[src/thermal_overload_pkg.sv]
// constants, types and register map of the thermal overload output stage
`default_nettype none
package thermal_overload_pkg;
  // clock and processing cycle timing
  localparam int unsigned CLK_PERIOD_NS = 100;
  localparam int unsigned STEP_TIME_NS = 5_000_000; // one delay step, 5 ms
  localparam int unsigned CYCLE_CLKS = STEP_TIME_NS / CLK_PERIOD_NS;

  // register byte offsets
  localparam logic [7:0] ADDR_ENABLE = 8'h00;
  localparam logic [7:0] ADDR_ALARM1_LVL = 8'h04;
  localparam logic [7:0] ADDR_ALARM2_LVL = 8'h08;
  localparam logic [7:0] ADDR_INHIBIT_LVL = 8'h0c;
  localparam logic [7:0] ADDR_TRIP_LVL = 8'h10;
  localparam logic [7:0] ADDR_TRIP_DELAY = 8'h14;
  localparam logic [7:0] ADDR_STATUS = 8'h18;

  // enable register bit positions
  localparam int EN_ALARM1 = 0;
  localparam int EN_ALARM2 = 1;
  localparam int EN_INHIBIT = 2;
  localparam int EN_TRIP = 3;

  // status register field positions
  localparam int ST_OUTS = 0;   // [3:0] alarm1, alarm2, inhibit, trip
  localparam int ST_START = 4;
  localparam int ST_BLOCKED = 5;
  localparam int ST_COND = 6;   // [8:6]
  localparam int ST_LOAD = 9;   // [10:9]
  localparam int ST_FAULTS = 11; // [14:11] sf, ambient, nominal, amb k

  // thresholds in 0.1 percent units, delay in 5 ms steps
  localparam logic [10:0] ALARM1_LVL_RST = 11'h190; // 40.0 %
  localparam logic [10:0] ALARM2_LVL_RST = 11'h190; // 40.0 %
  localparam logic [10:0] INHIBIT_LVL_RST = 11'h320; // 80.0 %
  localparam logic [10:0] TRIP_LVL_RST = 11'h3e8; // 100.0 %
  localparam logic [19:0] TRIP_DELAY_RST = 20'h00000; // 0.000 s
  localparam logic [3:0] ENABLE_RST = 4'h0;

  // current in 0.1 percent of nominal
  localparam logic [15:0] LIGHT_LOAD_LIMIT = 16'h000a; // 1 %
  localparam logic [15:0] HIGH_LOAD_LIMIT = 16'h07d0; // 2 x nominal

  // substitute factor 1.0 in 8.8 fixed point
  localparam logic [15:0] FACTOR_ONE = 16'h0100;

  // operating condition, gray coded along rising severity
  typedef enum logic [2:0] {
    COND_NORMAL = 3'h0,
    COND_ALARM1 = 3'h1,
    COND_ALARM2 = 3'h3,
    COND_INHIBIT = 3'h2,
    COND_TRIP = 3'h6,
    COND_BLOCKED = 3'h7
  } cond_e;

  // load classification
  typedef enum logic [1:0] {
    LOAD_LIGHT = 2'h0,
    LOAD_NORMAL = 2'h1,
    LOAD_OVER = 2'h3,
    LOAD_HIGH = 2'h2
  } load_e;

  // setting inputs from the thermal image side
  typedef struct packed {
    logic [15:0] service_factor;
    logic sf_invalid;
    logic [15:0] ambient_k;
    logic amb_invalid;
    logic [15:0] nominal_calc;
    logic nom_invalid;
    logic ambk_inconsistent;
  } settings_s;

  // used factors after substitution
  typedef struct packed {
    logic [15:0] service_factor;
    logic [15:0] ambient_k;
    logic [15:0] nominal_calc;
  } factors_s;

  // whole state of the stage
  typedef struct packed {
    logic [15:0] tick_cnt;
    logic cycle;
    logic blk_sampled;
    logic [3:0] enable;
    logic [10:0] alarm1_lvl;
    logic [10:0] alarm2_lvl;
    logic [10:0] inhibit_lvl;
    logic [10:0] trip_lvl;
    logic [19:0] trip_delay;
    logic [19:0] delay_cnt;
    logic alarm1;
    logic alarm2;
    logic inhibit;
    logic trip;
    logic start;
    logic blocked;
    cond_e cond;
    load_e load;
    logic [3:0] faults;
    factors_s used;
    logic [31:0] rdata;
  } state_s;
endpackage : thermal_overload_pkg
`default_nettype wire

[src/thermal_overload_stage.sv]
// output, blocking and status stage of the line thermal overload function
// Functional notes
// outputs come only from the supplied thermal capacity value.
// alarm 1 has an enable, off after reset; off means never driven.
// alarm 2 has an enable, off after reset; off means never driven.
// four thresholds in 0.1 % steps, defaults 40, 40, 80, 100 %.
// trip delayed by settable time up to 3600 s, 5 ms steps.
// settings may change at any time without restarting the function.
// blocking input sampled once per processing cycle, held for it.
// pick-up while not blocked raises start and runs the delay.
// pick-up while blocked raises blocked and nothing more.
// blocking after start clears start and releases as on reset.
// blocking must arrive at least 5 ms before the delay expires.
// condition code reported; no outputs driven while it is normal (here start can still be set while it is normal).
// load classified as light, normal, overloading or high overload.
// invalid service factor replaced by 1.0, fault shown while present.
// invalid ambient settings give 1.0, fault shown while present.
// invalid nominal current setting gives 1.0, fault while present.
// inconsistent ambient k flagged as its own fault while present.
// inhibit and trip have enables, off after reset, never assert off.
// enabled output asserts at or above threshold, drops below it.
// condition reports most severe: blocked, trip, inhibit, alarms.
`default_nettype none
module thermal_overload_stage
  import thermal_overload_pkg::*;
#(
  parameter int unsigned P_CYCLE_CLKS = CYCLE_CLKS
) (
  input wire logic i_clk,
  input wire logic i_reset_n,
  input wire logic [7:0] i_addr,
  input wire logic [31:0] i_wdata,
  input wire logic i_wr,
  input wire logic i_rd,
  output logic [31:0] o_rdata,
  input wire logic [10:0] i_capacity,
  input wire logic [15:0] i_current,
  input wire logic [15:0] i_pickup_current,
  input wire logic i_block,
  input wire settings_s i_settings,
  output logic o_alarm1,
  output logic o_alarm2,
  output logic o_inhibit,
  output logic o_trip,
  output logic o_start,
  output logic o_blocked,
  output cond_e o_condition,
  output load_e o_load,
  output logic [3:0] o_faults,
  output factors_s o_used,
  output logic o_cycle
);

  ////////////////////////////////////////////////////////////////////////////
  // reset release through two flip-flops
  logic [1:0] rst_sync_reg;
  logic rst_n;

  always_ff @(posedge i_clk or negedge i_reset_n) begin
    if (!i_reset_n) begin
      rst_sync_reg <= 2'h0;
    end else begin
      rst_sync_reg <= {rst_sync_reg[0], 1'b1};
    end
  end

  assign rst_n = rst_sync_reg[1];

  ////////////////////////////////////////////////////////////////////////////
  // state and next state
  state_s st_reg;
  state_s st_next;
  logic tick;
  logic blk_now;
  logic pickup;
  logic start_next;

  // processing cycle boundary
  assign tick = (st_reg.tick_cnt == 16'(P_CYCLE_CLKS - 1));
  // blocking as seen during this cycle, fresh at its start
  assign blk_now = tick ? i_block : st_reg.blk_sampled;
  assign pickup = st_reg.enable[EN_TRIP] &&
                  (i_capacity >= st_reg.trip_lvl);

  always_comb begin
    st_next = st_reg;
    start_next = st_reg.start;
    st_next.rdata = 32'h0;
    st_next.tick_cnt = tick ? 16'h0 : st_reg.tick_cnt + 16'h1;
    st_next.cycle = tick; // first clock of the next cycle

    // register writes, taken live without restart
    if (i_wr) begin
      case (i_addr)
        ADDR_ENABLE: st_next.enable = i_wdata[3:0];
        ADDR_ALARM1_LVL: st_next.alarm1_lvl = i_wdata[10:0];
        ADDR_ALARM2_LVL: st_next.alarm2_lvl = i_wdata[10:0];
        ADDR_INHIBIT_LVL: st_next.inhibit_lvl = i_wdata[10:0];
        ADDR_TRIP_LVL: st_next.trip_lvl = i_wdata[10:0];
        ADDR_TRIP_DELAY: st_next.trip_delay = i_wdata[19:0];
        default: st_next.enable = st_reg.enable;
      endcase
    end

    // register reads, data in the following cycle only
    if (i_rd) begin
      case (i_addr)
        ADDR_ENABLE: st_next.rdata = {28'h0, st_reg.enable};
        ADDR_ALARM1_LVL: st_next.rdata = {21'h0, st_reg.alarm1_lvl};
        ADDR_ALARM2_LVL: st_next.rdata = {21'h0, st_reg.alarm2_lvl};
        ADDR_INHIBIT_LVL: st_next.rdata = {21'h0, st_reg.inhibit_lvl};
        ADDR_TRIP_LVL: st_next.rdata = {21'h0, st_reg.trip_lvl};
        ADDR_TRIP_DELAY: st_next.rdata = {12'h0, st_reg.trip_delay};
        ADDR_STATUS: begin
          st_next.rdata[ST_OUTS +: 4] = {st_reg.trip, st_reg.inhibit,
                                         st_reg.alarm2, st_reg.alarm1};
          st_next.rdata[ST_START] = st_reg.start;
          st_next.rdata[ST_BLOCKED] = st_reg.blocked;
          st_next.rdata[ST_COND +: 3] = st_reg.cond;
          st_next.rdata[ST_LOAD +: 2] = st_reg.load;
          st_next.rdata[ST_FAULTS +: 4] = st_reg.faults;
        end
        default: st_next.rdata = 32'h0;
      endcase
    end

    // once per processing cycle: sample blocking, evaluate outputs
    if (tick) begin
      st_next.blk_sampled = i_block;
      st_next.alarm1 = st_reg.enable[EN_ALARM1] &&
                       (i_capacity >= st_reg.alarm1_lvl);
      st_next.alarm2 = st_reg.enable[EN_ALARM2] &&
                       (i_capacity >= st_reg.alarm2_lvl);
      st_next.inhibit = st_reg.enable[EN_INHIBIT] &&
                        (i_capacity >= st_reg.inhibit_lvl);
      // start and blocked path
      start_next = pickup && !blk_now;
      st_next.start = start_next;
      st_next.blocked = pickup && blk_now;
      // added trip delay, restarted on release or blocking
      if (!start_next) begin
        st_next.delay_cnt = 20'h0;
        st_next.trip = 1'b0;
      end else if (st_reg.delay_cnt >= st_reg.trip_delay) begin
        st_next.trip = 1'b1;
      end else begin
        st_next.delay_cnt = st_reg.delay_cnt + 20'h1;
        st_next.trip = 1'b0;
      end
    end

    // condition code from the values being registered
    if (st_next.blocked) begin
      st_next.cond = COND_BLOCKED;
    end else if (st_next.trip) begin
      st_next.cond = COND_TRIP;
    end else if (st_next.inhibit) begin
      st_next.cond = COND_INHIBIT;
    end else if (st_next.alarm2) begin
      st_next.cond = COND_ALARM2;
    end else if (st_next.alarm1) begin
      st_next.cond = COND_ALARM1;
    end else begin
      st_next.cond = COND_NORMAL;
    end

    // load classification from measured current
    if (i_current < LIGHT_LOAD_LIMIT) begin
      st_next.load = LOAD_LIGHT;
    end else if (i_current <= i_pickup_current) begin
      st_next.load = LOAD_NORMAL;
    end else if (i_current < HIGH_LOAD_LIMIT) begin
      st_next.load = LOAD_OVER;
    end else begin
      st_next.load = LOAD_HIGH;
    end

    // setting faults shown only while present, with substitutes
    st_next.faults = {i_settings.ambk_inconsistent, i_settings.nom_invalid,
                      i_settings.amb_invalid, i_settings.sf_invalid};
    st_next.used.service_factor = i_settings.sf_invalid ? FACTOR_ONE :
                                  i_settings.service_factor;
    st_next.used.ambient_k = i_settings.amb_invalid ? FACTOR_ONE :
                             i_settings.ambient_k;
    st_next.used.nominal_calc = i_settings.nom_invalid ? FACTOR_ONE :
                                i_settings.nominal_calc;
  end

  // state register
  always_ff @(posedge i_clk or negedge rst_n) begin
    if (!rst_n) begin
      st_reg <= '{tick_cnt: 16'h0, cycle: 1'b1, blk_sampled: 1'b0,
                  enable: ENABLE_RST,
                  alarm1_lvl: ALARM1_LVL_RST, alarm2_lvl: ALARM2_LVL_RST,
                  inhibit_lvl: INHIBIT_LVL_RST, trip_lvl: TRIP_LVL_RST,
                  trip_delay: TRIP_DELAY_RST, delay_cnt: 20'h0,
                  alarm1: 1'b0, alarm2: 1'b0, inhibit: 1'b0, trip: 1'b0,
                  start: 1'b0, blocked: 1'b0, cond: COND_NORMAL,
                  load: LOAD_LIGHT, faults: 4'h0,
                  used: '{FACTOR_ONE, FACTOR_ONE, FACTOR_ONE},
                  rdata: 32'h0};
    end else begin
      st_reg <= st_next;
    end
  end

  ////////////////////////////////////////////////////////////////////////////
  // outputs straight from the state register
  assign o_rdata = st_reg.rdata;
  assign o_alarm1 = st_reg.alarm1;
  assign o_alarm2 = st_reg.alarm2;
  assign o_inhibit = st_reg.inhibit;
  assign o_trip = st_reg.trip;
  assign o_start = st_reg.start;
  assign o_blocked = st_reg.blocked;
  assign o_condition = st_reg.cond;
  assign o_load = st_reg.load;
  assign o_faults = st_reg.faults;
  assign o_used = st_reg.used;
  assign o_cycle = st_reg.cycle;

  ////////////////////////////////////////////////////////////////////////////
  // checks
  // output levels against thresholds and enables
  a_alarm1_level: assert property (@(posedge i_clk)
    disable iff (!rst_n) tick |=> (o_alarm1 ==
      ($past(st_reg.enable[EN_ALARM1]) &&
       $past(i_capacity) >= $past(st_reg.alarm1_lvl))))
    else $error("alarm 1 does not follow threshold");
  a_alarm2_level: assert property (@(posedge i_clk)
    disable iff (!rst_n) tick |=> (o_alarm2 ==
      ($past(st_reg.enable[EN_ALARM2]) &&
       $past(i_capacity) >= $past(st_reg.alarm2_lvl))))
    else $error("alarm 2 does not follow threshold");
  a_inhibit_level: assert property (@(posedge i_clk)
    disable iff (!rst_n) tick |=> (o_inhibit ==
      ($past(st_reg.enable[EN_INHIBIT]) &&
       $past(i_capacity) >= $past(st_reg.inhibit_lvl))))
    else $error("inhibit does not follow threshold");
  a_inhibit_gate: assert property (@(posedge i_clk)
    disable iff (!rst_n) !st_reg.enable[EN_INHIBIT] && tick |=> !o_inhibit)
    else $error("inhibit asserted while disabled");
  a_trip_gate: assert property (@(posedge i_clk)
    disable iff (!rst_n) !st_reg.enable[EN_TRIP] && tick |=>
      !o_trip && !o_start)
    else $error("trip path active while disabled");

  // start, blocking and trip delay
  a_trip_no_start: assert property (@(posedge i_clk)
    disable iff (!rst_n) o_trip |-> o_start && !o_blocked)
    else $error("trip without start");
  a_pickup_start: assert property (@(posedge i_clk)
    disable iff (!rst_n) tick && pickup && !i_block |=>
      o_start && !o_blocked)
    else $error("no start on unblocked pick-up");
  a_blocked_pickup: assert property (@(posedge i_clk)
    disable iff (!rst_n) tick && pickup && i_block |=>
      o_blocked && !o_start && !o_trip)
    else $error("blocked pick-up processed further");
  a_block_release: assert property (@(posedge i_clk)
    disable iff (!rst_n) o_start && tick && i_block |=>
      !o_start && st_reg.delay_cnt == 20'h0)
    else $error("start not released on blocking");
  a_pickup_loss: assert property (@(posedge i_clk)
    disable iff (!rst_n) tick && !pickup |=>
      !o_start && !o_trip && !o_blocked && st_reg.delay_cnt == 20'h0)
    else $error("start kept after pick-up loss");
  a_zero_delay_trip: assert property (@(posedge i_clk)
    disable iff (!rst_n) tick && pickup && !i_block &&
      st_reg.trip_delay == 20'h0 |=> o_trip)
    else $error("trip delayed with zero delay");
  a_delay_wait: assert property (@(posedge i_clk)
    disable iff (!rst_n) tick && pickup && !i_block &&
      st_reg.delay_cnt < st_reg.trip_delay |=> !o_trip)
    else $error("trip ahead of its delay");
  a_delay_done: assert property (@(posedge i_clk)
    disable iff (!rst_n) tick && pickup && !i_block &&
      st_reg.delay_cnt >= st_reg.trip_delay |=> o_trip)
    else $error("trip late after its delay");
  a_block_held: assert property (@(posedge i_clk)
    disable iff (!rst_n) !tick |=> $stable(st_reg.blk_sampled))
    else $error("blocking sample changed mid cycle");

  // condition code
  a_normal_quiet: assert property (@(posedge i_clk)
    disable iff (!rst_n) o_condition == COND_NORMAL |->
      !(o_alarm1 || o_alarm2 || o_inhibit || o_trip || o_blocked))
    else $error("output driven in normal condition");
  a_cond_order: assert property (@(posedge i_clk)
    disable iff (!rst_n) o_trip && !o_blocked |-> o_condition == COND_TRIP)
    else $error("condition not most severe");
  a_cond_blocked: assert property (@(posedge i_clk)
    disable iff (!rst_n) o_blocked |-> o_condition == COND_BLOCKED)
    else $error("blocked not reported first");
  a_cond_inhibit: assert property (@(posedge i_clk)
    disable iff (!rst_n) o_inhibit && !o_trip && !o_blocked |->
      o_condition == COND_INHIBIT)
    else $error("inhibit not reported");
  a_cond_alarm2: assert property (@(posedge i_clk)
    disable iff (!rst_n) o_alarm2 && !o_inhibit && !o_trip && !o_blocked |->
      o_condition == COND_ALARM2)
    else $error("alarm 2 not reported");

  // setting faults and substitutes
  a_sf_fault: assert property (@(posedge i_clk)
    disable iff (!rst_n) i_settings.sf_invalid |=> o_faults[0] &&
      o_used.service_factor == FACTOR_ONE)
    else $error("service factor fault not handled");
  a_sf_clear: assert property (@(posedge i_clk)
    disable iff (!rst_n) !i_settings.sf_invalid |=> !o_faults[0])
    else $error("service factor fault kept");
  a_amb_fault: assert property (@(posedge i_clk)
    disable iff (!rst_n) i_settings.amb_invalid |=> o_faults[1] &&
      o_used.ambient_k == FACTOR_ONE)
    else $error("ambient fault not handled");
  a_nom_fault: assert property (@(posedge i_clk)
    disable iff (!rst_n) i_settings.nom_invalid |=> o_faults[2] &&
      o_used.nominal_calc == FACTOR_ONE)
    else $error("nominal current fault not handled");
  a_ambk_flag: assert property (@(posedge i_clk)
    disable iff (!rst_n) 1'b1 |=>
      o_faults[3] == $past(i_settings.ambk_inconsistent))
    else $error("ambient k flag wrong");

  // load class and live settings
  a_load_light: assert property (@(posedge i_clk)
    disable iff (!rst_n) i_current < LIGHT_LOAD_LIMIT |=>
      o_load == LOAD_LIGHT)
    else $error("light load not reported");
  a_load_high: assert property (@(posedge i_clk)
    disable iff (!rst_n) i_current >= HIGH_LOAD_LIMIT &&
      i_current > i_pickup_current |=> o_load == LOAD_HIGH)
    else $error("high overload not reported");
  a_trip_lvl_write: assert property (@(posedge i_clk)
    disable iff (!rst_n) i_wr && i_addr == ADDR_TRIP_LVL |=>
      {21'h0, st_reg.trip_lvl} == ($past(i_wdata) & 32'h0000_07ff))
    else $error("trip level write not taken");
  a_delay_write: assert property (@(posedge i_clk)
    disable iff (!rst_n) i_wr && i_addr == ADDR_TRIP_DELAY |=>
      {12'h0, st_reg.trip_delay} == ($past(i_wdata) & 32'h000f_ffff))
    else $error("trip delay write not taken");

endmodule : thermal_overload_stage
`default_nettype wire

[config.mk]
export PLATFORM = sky130hd
export DESIGN_NAME = thermal_overload_stage
export DESIGN_NICKNAME = d
export VERILOG_FILES = /design/src/thermal_overload_pkg.sv /design/src/thermal_overload_stage.sv
export SDC_FILE = /design/constraint.sdc
export NUM_CORES = 1
export LEC_CHECK = 0
export BUFFER_PORTS_ARGS = -buffer_cell sky130_fd_sc_hd__buf_2
export CAP_MARGIN = 25
export CORE_UTILIZATION = 59
export DETAILED_ROUTE_END_ITERATION = 7
export PLACE_DENSITY_LB_ADDON = 0.12
export RECOVER_POWER = 50
export SETUP_SLACK_MARGIN = 0.02
export SYNTH_ARGS = -nofsm -noshare
export SYNTH_HDL_FRONTEND = slang
export SYNTH_SLANG_ARGS = --single-unit
export TNS_END_PERCENT = 20
[constraint.sdc]
create_clock -name i_clk -period 10 [get_ports i_clk]
set_clock_uncertainty 0.2 [all_clocks]
set_input_delay 1 -clock i_clk [delete_from_list [all_inputs] [get_ports i_clk]]
set_output_delay 1 -clock i_clk [all_outputs]
set_load 0.05 [all_outputs]
**Word-level counts from Yosys, hierarchy flattened**

Index checks and enable logic that the tools add are counted.

- Flip-flop bits (word level): 203
- Latch bits: 0
- Memory bits (writable): 0
- ROM bits: 0
- Input port bits: 140
- Output and inout port bits: 96
- Logic and storage cells: 78
- Memories kept: 0

- Add/subtract/negate cells: 2
- Multipliers: 0
- Div/mod/pow operators: 0
- Magnitude comparators: 8
- Eq/ne operators: 8
- Shift-type cells: 0
- Muxes and demuxes: 21
- Bitwise operators: 0
- Reduce and logical (&&, ||, !) cells: 15

Operators with widths:

| cell | count |
|---|---|
| $pmux W15 S7 | 1 |
| $mux W16 | 4 |
| $mux W20 | 3 |
| $ge A11 B11 Y1 | 4 |
| $eq A8 B5 Y1 const B | 3 |
| $add A20 B1 Y20 const B | 1 |
| $ge A20 B20 Y1 | 1 |
| $add A16 B1 Y16 const B | 1 |
| $eq A16 B16 Y1 const B | 1 |
| $eq A8 B4 Y1 const B | 2 |
| $le A16 B16 Y1 | 1 |
| $lt A16 B11 Y1 const B | 1 |
| $lt A16 B4 Y1 const B | 1 |
| $reduce_and A2 Y1 | 7 |
| $eq A8 B3 Y1 const B | 1 |
| $logic_not A8 Y1 | 1 |
| $mux W2 | 4 |
| $logic_and A1 B1 Y1 | 6 |
| $mux W3 | 2 |
| $mux W6 | 1 |
| $mux W1 | 5 |
| $mux W5 | 1 |
| $ne A2 B2 Y1 const B | 1 |
| $logic_not A1 Y1 | 1 |

**Longest topological paths before layout**

- Word-level depth: 11
- Gate-level depth with buffers: 11
- Depth with buffers taken out: 9

**Worst setup path before layout**

No wires, ideal clock.

- Path type: input port to flip-flop
- Start point: in i_addr[6]
- End point: reg st_reg[135] (netlist name)
- Library setup time: 125 ps
- Arrival: 2,770 ps
- Data required time: 9,675 ps
- Path slack: 6,905 ps
- Stages on the path: 6
- Buffers on the path: 1
- Cells stage by stage: or4_4 -> or3_4 -> nor3b_4 -> nand2_2 -> buf_6 -> mux2_4

- Cells in the longest elaborated chain, start to end: 2

RTL lines:

| item | RTL line | text |
|---|---|---|
| start, declared | thermal_overload_stage.sv:31 | `input wire logic [7:0] i_addr,` |
| $eq A8 B5 Y1 | thermal_overload_stage.sv:94 | `case (i_addr)` |
| $reduce_and A2 Y1 (no source line) | - |  |
| end signal, assigned | thermal_overload_stage.sv:192 | `st_reg <= '{tick_cnt: 16'h0, cycle: 1'b1, blk_sampled: 1'b0,` |
| end signal, assigned | thermal_overload_stage.sv:203 | `st_reg <= st_next;` |
| end, declared | thermal_overload_stage.sv:71 | `state_s st_reg;` |

No other way between the ends.
A chain may end at the register's enable or synchronous reset.

**Worst setup path after layout**

- Start point: in i_addr[6]
- End point: reg st_reg[134] (netlist name)

Same word-level chain as after synthesis.

==> summary.md <==
| Metric | Value |
|---|---|
| Cell Chain, Critical Path | `buf_2 > or4_4 > nor3_1 > and3_1 > nand2_1 > mux2_1` |
| Die Area | `~0.018 mm2` |
| Switch share | `29.3%` |
| Hold crit path type | `in -> async` |
| Worst path top cell family by delay | `simple AND/OR/NAND/NOR gates` |
| Gate power share | `between 10% and 20%` |
| CTS clk-pin slew, worst paths | `~0.080 ns` |
| Leading area contributor after synthesis | `dfrtp_1` |
| Diode count | `0` |
| Post-CTS sizing | `0` |
| Max Freq | `~0.24 GHz` |
| Non-Filler Instances | `between 1000 and 1500` |
| Cell count after synthesis | `~1000` |
| Top cells by area, synth | `dfrtp_1 41%, ha_1 9.8%, buf_4 6.4%` |
| Antenna-violating nets left | `0` |
| Overall die width | `about 140 um` |
| Leakage | `between 0.005 and 0.006 uW` |
| Synth warn | `0` |
| Worst R2R Start | `st_reg[185]` |
| Gpl congestion | `between 0.8 and 0.9` |
| Final wirelength | `between 20000 and 25000 um` |
| HPWL after DPL | `17800 um` |
| GR Util All Layers | `27.3%` |
| RSZ-0062 raised after global routing | `false` |
| Endpoints failing setup | `0` |
| First-pass detailed-route iteration total | `5` |
| Max clock buf depth | `2` |
| Kind of start point of the critical path | `primary input` |
| Worst path slowest cell | `and3_1` |
| Status | `finished, violations left` |
| Iter 0 DRT Violations | `between 500 and 600` |
| Clock Power Share | `38.5%` |
| # port buffers | `211` |
| Core area | `between 0.015 and 0.02 mm2` |
| Final period utilization | `between 40% and 50%` |
| Layout Nets | `1344` |
| Power density cells | `147 mW/mm2` |
| Vias in the first global route | `7284` |
| Crit path buf inv count | `1` |
| Worst-Margin Slew | `1.88 ns` |
| #FFs+latches synth | `approximately 190` |
| Placed insts | `between 1000 and 1500` |
| Worst-path fanout max | `20` |
| Area Overhead vs Synth | `11.1%` |
| Net Sw Power | `503 uW` |
| CTS sink cnt | `191` |
| Drt via density | `between 5 and 6` |
| Post-synth top cells | `172 x dfrtp_1, 90 x buf_4, 82 x ha_1, 82 x inv_1, 77 x nand2_1` |
| Fin. Hold Viols | `0` |
| Largest register FFs | `roughly 110` |
| Synth top area share | `between 40% and 50%` |
| Fraction of layout cells with a size suffix above 1 | `between 20% and 30%` |
| Synth cell types | `between 60 and 70` |
| Cell area after synthesis | `0.0105 mm2` |
| Total gr overflow | `0` |
| MaxCap Viol Count | `1` |
| Routed vias | `7568` |
| H-Tree Level Count | `4` |
| TritonCTS clock tree | `done` |
| Rel. slew slack | `-25.1%` |
| Peak supply drop | `between 0.0001 and 0.00015 V` |
| CTS buffer count | `17` |
| Reg2Reg Setup Slack | `6.81 ns` |
| R2r worst-path depth | `7` |
| Postcts setup bufs | `0` |
| Setup TNS | `0 ns` |
| Clk root buf | `clkbuf_16` |
| EDFF count, synth | `0` |
| Worst Setup End Kind | `flop` |
| Worst EP required | `between 10 and 15 ns` |
| CP max stage delay | `0.78 ns` |
| First-pass GRT wire length | `37700 um` |
| Violated checks | `max-capacitance violations, max-slew violations` |
| Register share of total power | `between 40 and 50%` |
| Routed wire per std cell | `~18 um` |
| Min cycle time layout | `between 4 and 5 ns` |
| Cell-internal power | `1210 uW` |
| Post-route DRC violation count | `0` |
| Die Span Y | `about 140 um` |
| Synth Flop Type | `dfrtp_1` |
| Slew Viols, Final | `46` |
| Largest net degree at the start of global routing | `between 100 and 150` |
| Number of fill cells | `1404` |
| Critical path class | `in -> reg` |
| Asr flop ratio synth | `100%` |
| Crit path DAT | `between 4 and 5 ns` |
| Hold buffers post-CTS | `0` |
| Most common cell in the netlist | `dfrtp_1` |
| Reg-to-reg critical path endpoint | `o_condition[0]` |
| Sequential area share after synthesis | `a little under half` |
| IO Count | `236` |
| Clk_lat worst skew | `between 0.4 and 0.5 ns` |
| Initial Utilization | `approximately three fifths` |
| Initial antenna violation count | `0` |
| FP Rows | `48` |
| Post-Syn Area per Cell | `10.6 um2` |
==> layout by cell type, fill, tap and decap left out, types with 18 or more instances in the layout <==
cell / count
buf_2: 207
dfrtp_1: 172
inv_1: 82
ha_1: 82
nand2_1: 77
nor2b_1: 53
o21ai_0: 46
mux2_2: 38
nand3_1: 30
nor2_1: 27
a21oi_1: 25
and3_1: 23
a22oi_1: 22
mux2_4: 20
dfstp_2: 19
a31oi_1: 18
==> cells by family after synthesis <==
group                    count (synthesis)  synth area share, %
buffers and inverters                  202                 10.7
XOR/XNOR                                14                 1.17
AO/OA/AOI/OAI                          164                 10.1
multiplexers                            67                 8.28
AND/OR/NAND/NOR                        274                 14.2
flip-flops                             191                 45.7
adder cells (fa/ha/maj)                 82                 9.76
other                                    2               0.0714
==> how the worst max path moves through the flow <==
stage / to / from / cells after the start
after floorplan: o_alarm1 / rst_sync_reg[1] / 0
after global placement: st_reg[134] / i_addr[6] / 6
after detailed placement: st_reg[134] / i_addr[6] / 6
after CTS: st_reg[134] / i_addr[6] / 6
after global routing: st_reg[134] / i_addr[6] / 6
final: st_reg[134] / i_addr[6] / 6
==> power by group through the flow <==
stage	clock network [uW]	registers (uW)	logic, uW
floorplan	0	837	172
global placement	0	834	231
detailed placement	0	835	236
CTS	670	821	238
global route	698	824	259
finish	661	820	236
==> per-stage QoR <==
stage / power [uW] / utilization [%] / setup slack [ns] / instance area [um2] / hold slack [ns]
finish: 1720 / 67.3 / 5.84 / 11700 / 0.126
global route: 1780 / 67.3 / 5.68 / 11700 / 0.120
CTS: 1730 / 67.4 / 5.85 / 11700 / 0.116
global placement: 1070 / 64.0 / 5.44 / 11100 / 0.136
floorplan: 1010 / - / 4.12 / 10600 / 0.131
detailed placement: 1070 / 64.1 / 5.41 / 11100 / 0.139
==> worst reg2reg max path: stages (launching register included) <==
cell	delay (ns)
dfrtp_1	0.40
ha_1	0.22
and3_1	0.23
nand4_1	0.11
clkbuf_1	0.49
nor3_1	0.96
a221oi_1	0.20
o22a_1	0.26
==> final cells by class <==
class / count / area, um2 / share of cell area, %
Tap cell: 225 / 282 / 2.41
Clock inverter: 14 / 133 / 1.14
Clock buffer: 18 / 429 / 3.68
Multi-Input combinational cell: 614 / 4620 / 39.6
Sequential cell: 191 / 4800 / 41.1
Timing Repair Buffer: 216 / 1100 / 9.43
Inverter: 82 / 308 / 2.64
==> routing by layer <==
| metal | GRT usage [%] | vias to the layer above | routed length [um] |
|---|---|---|---|
| met5 | 0 | - | 0 |
| met4 | 8.18 | 0 | 381 |
| met3 | 5.91 | 25 | 1550 |
| met2 | 46.3 | 259 | 11800 |
| met1 | 35.0 | 3668 | 10200 |
| li1 | - | 3616 | - |
Power figures use the tool's default switching activity.
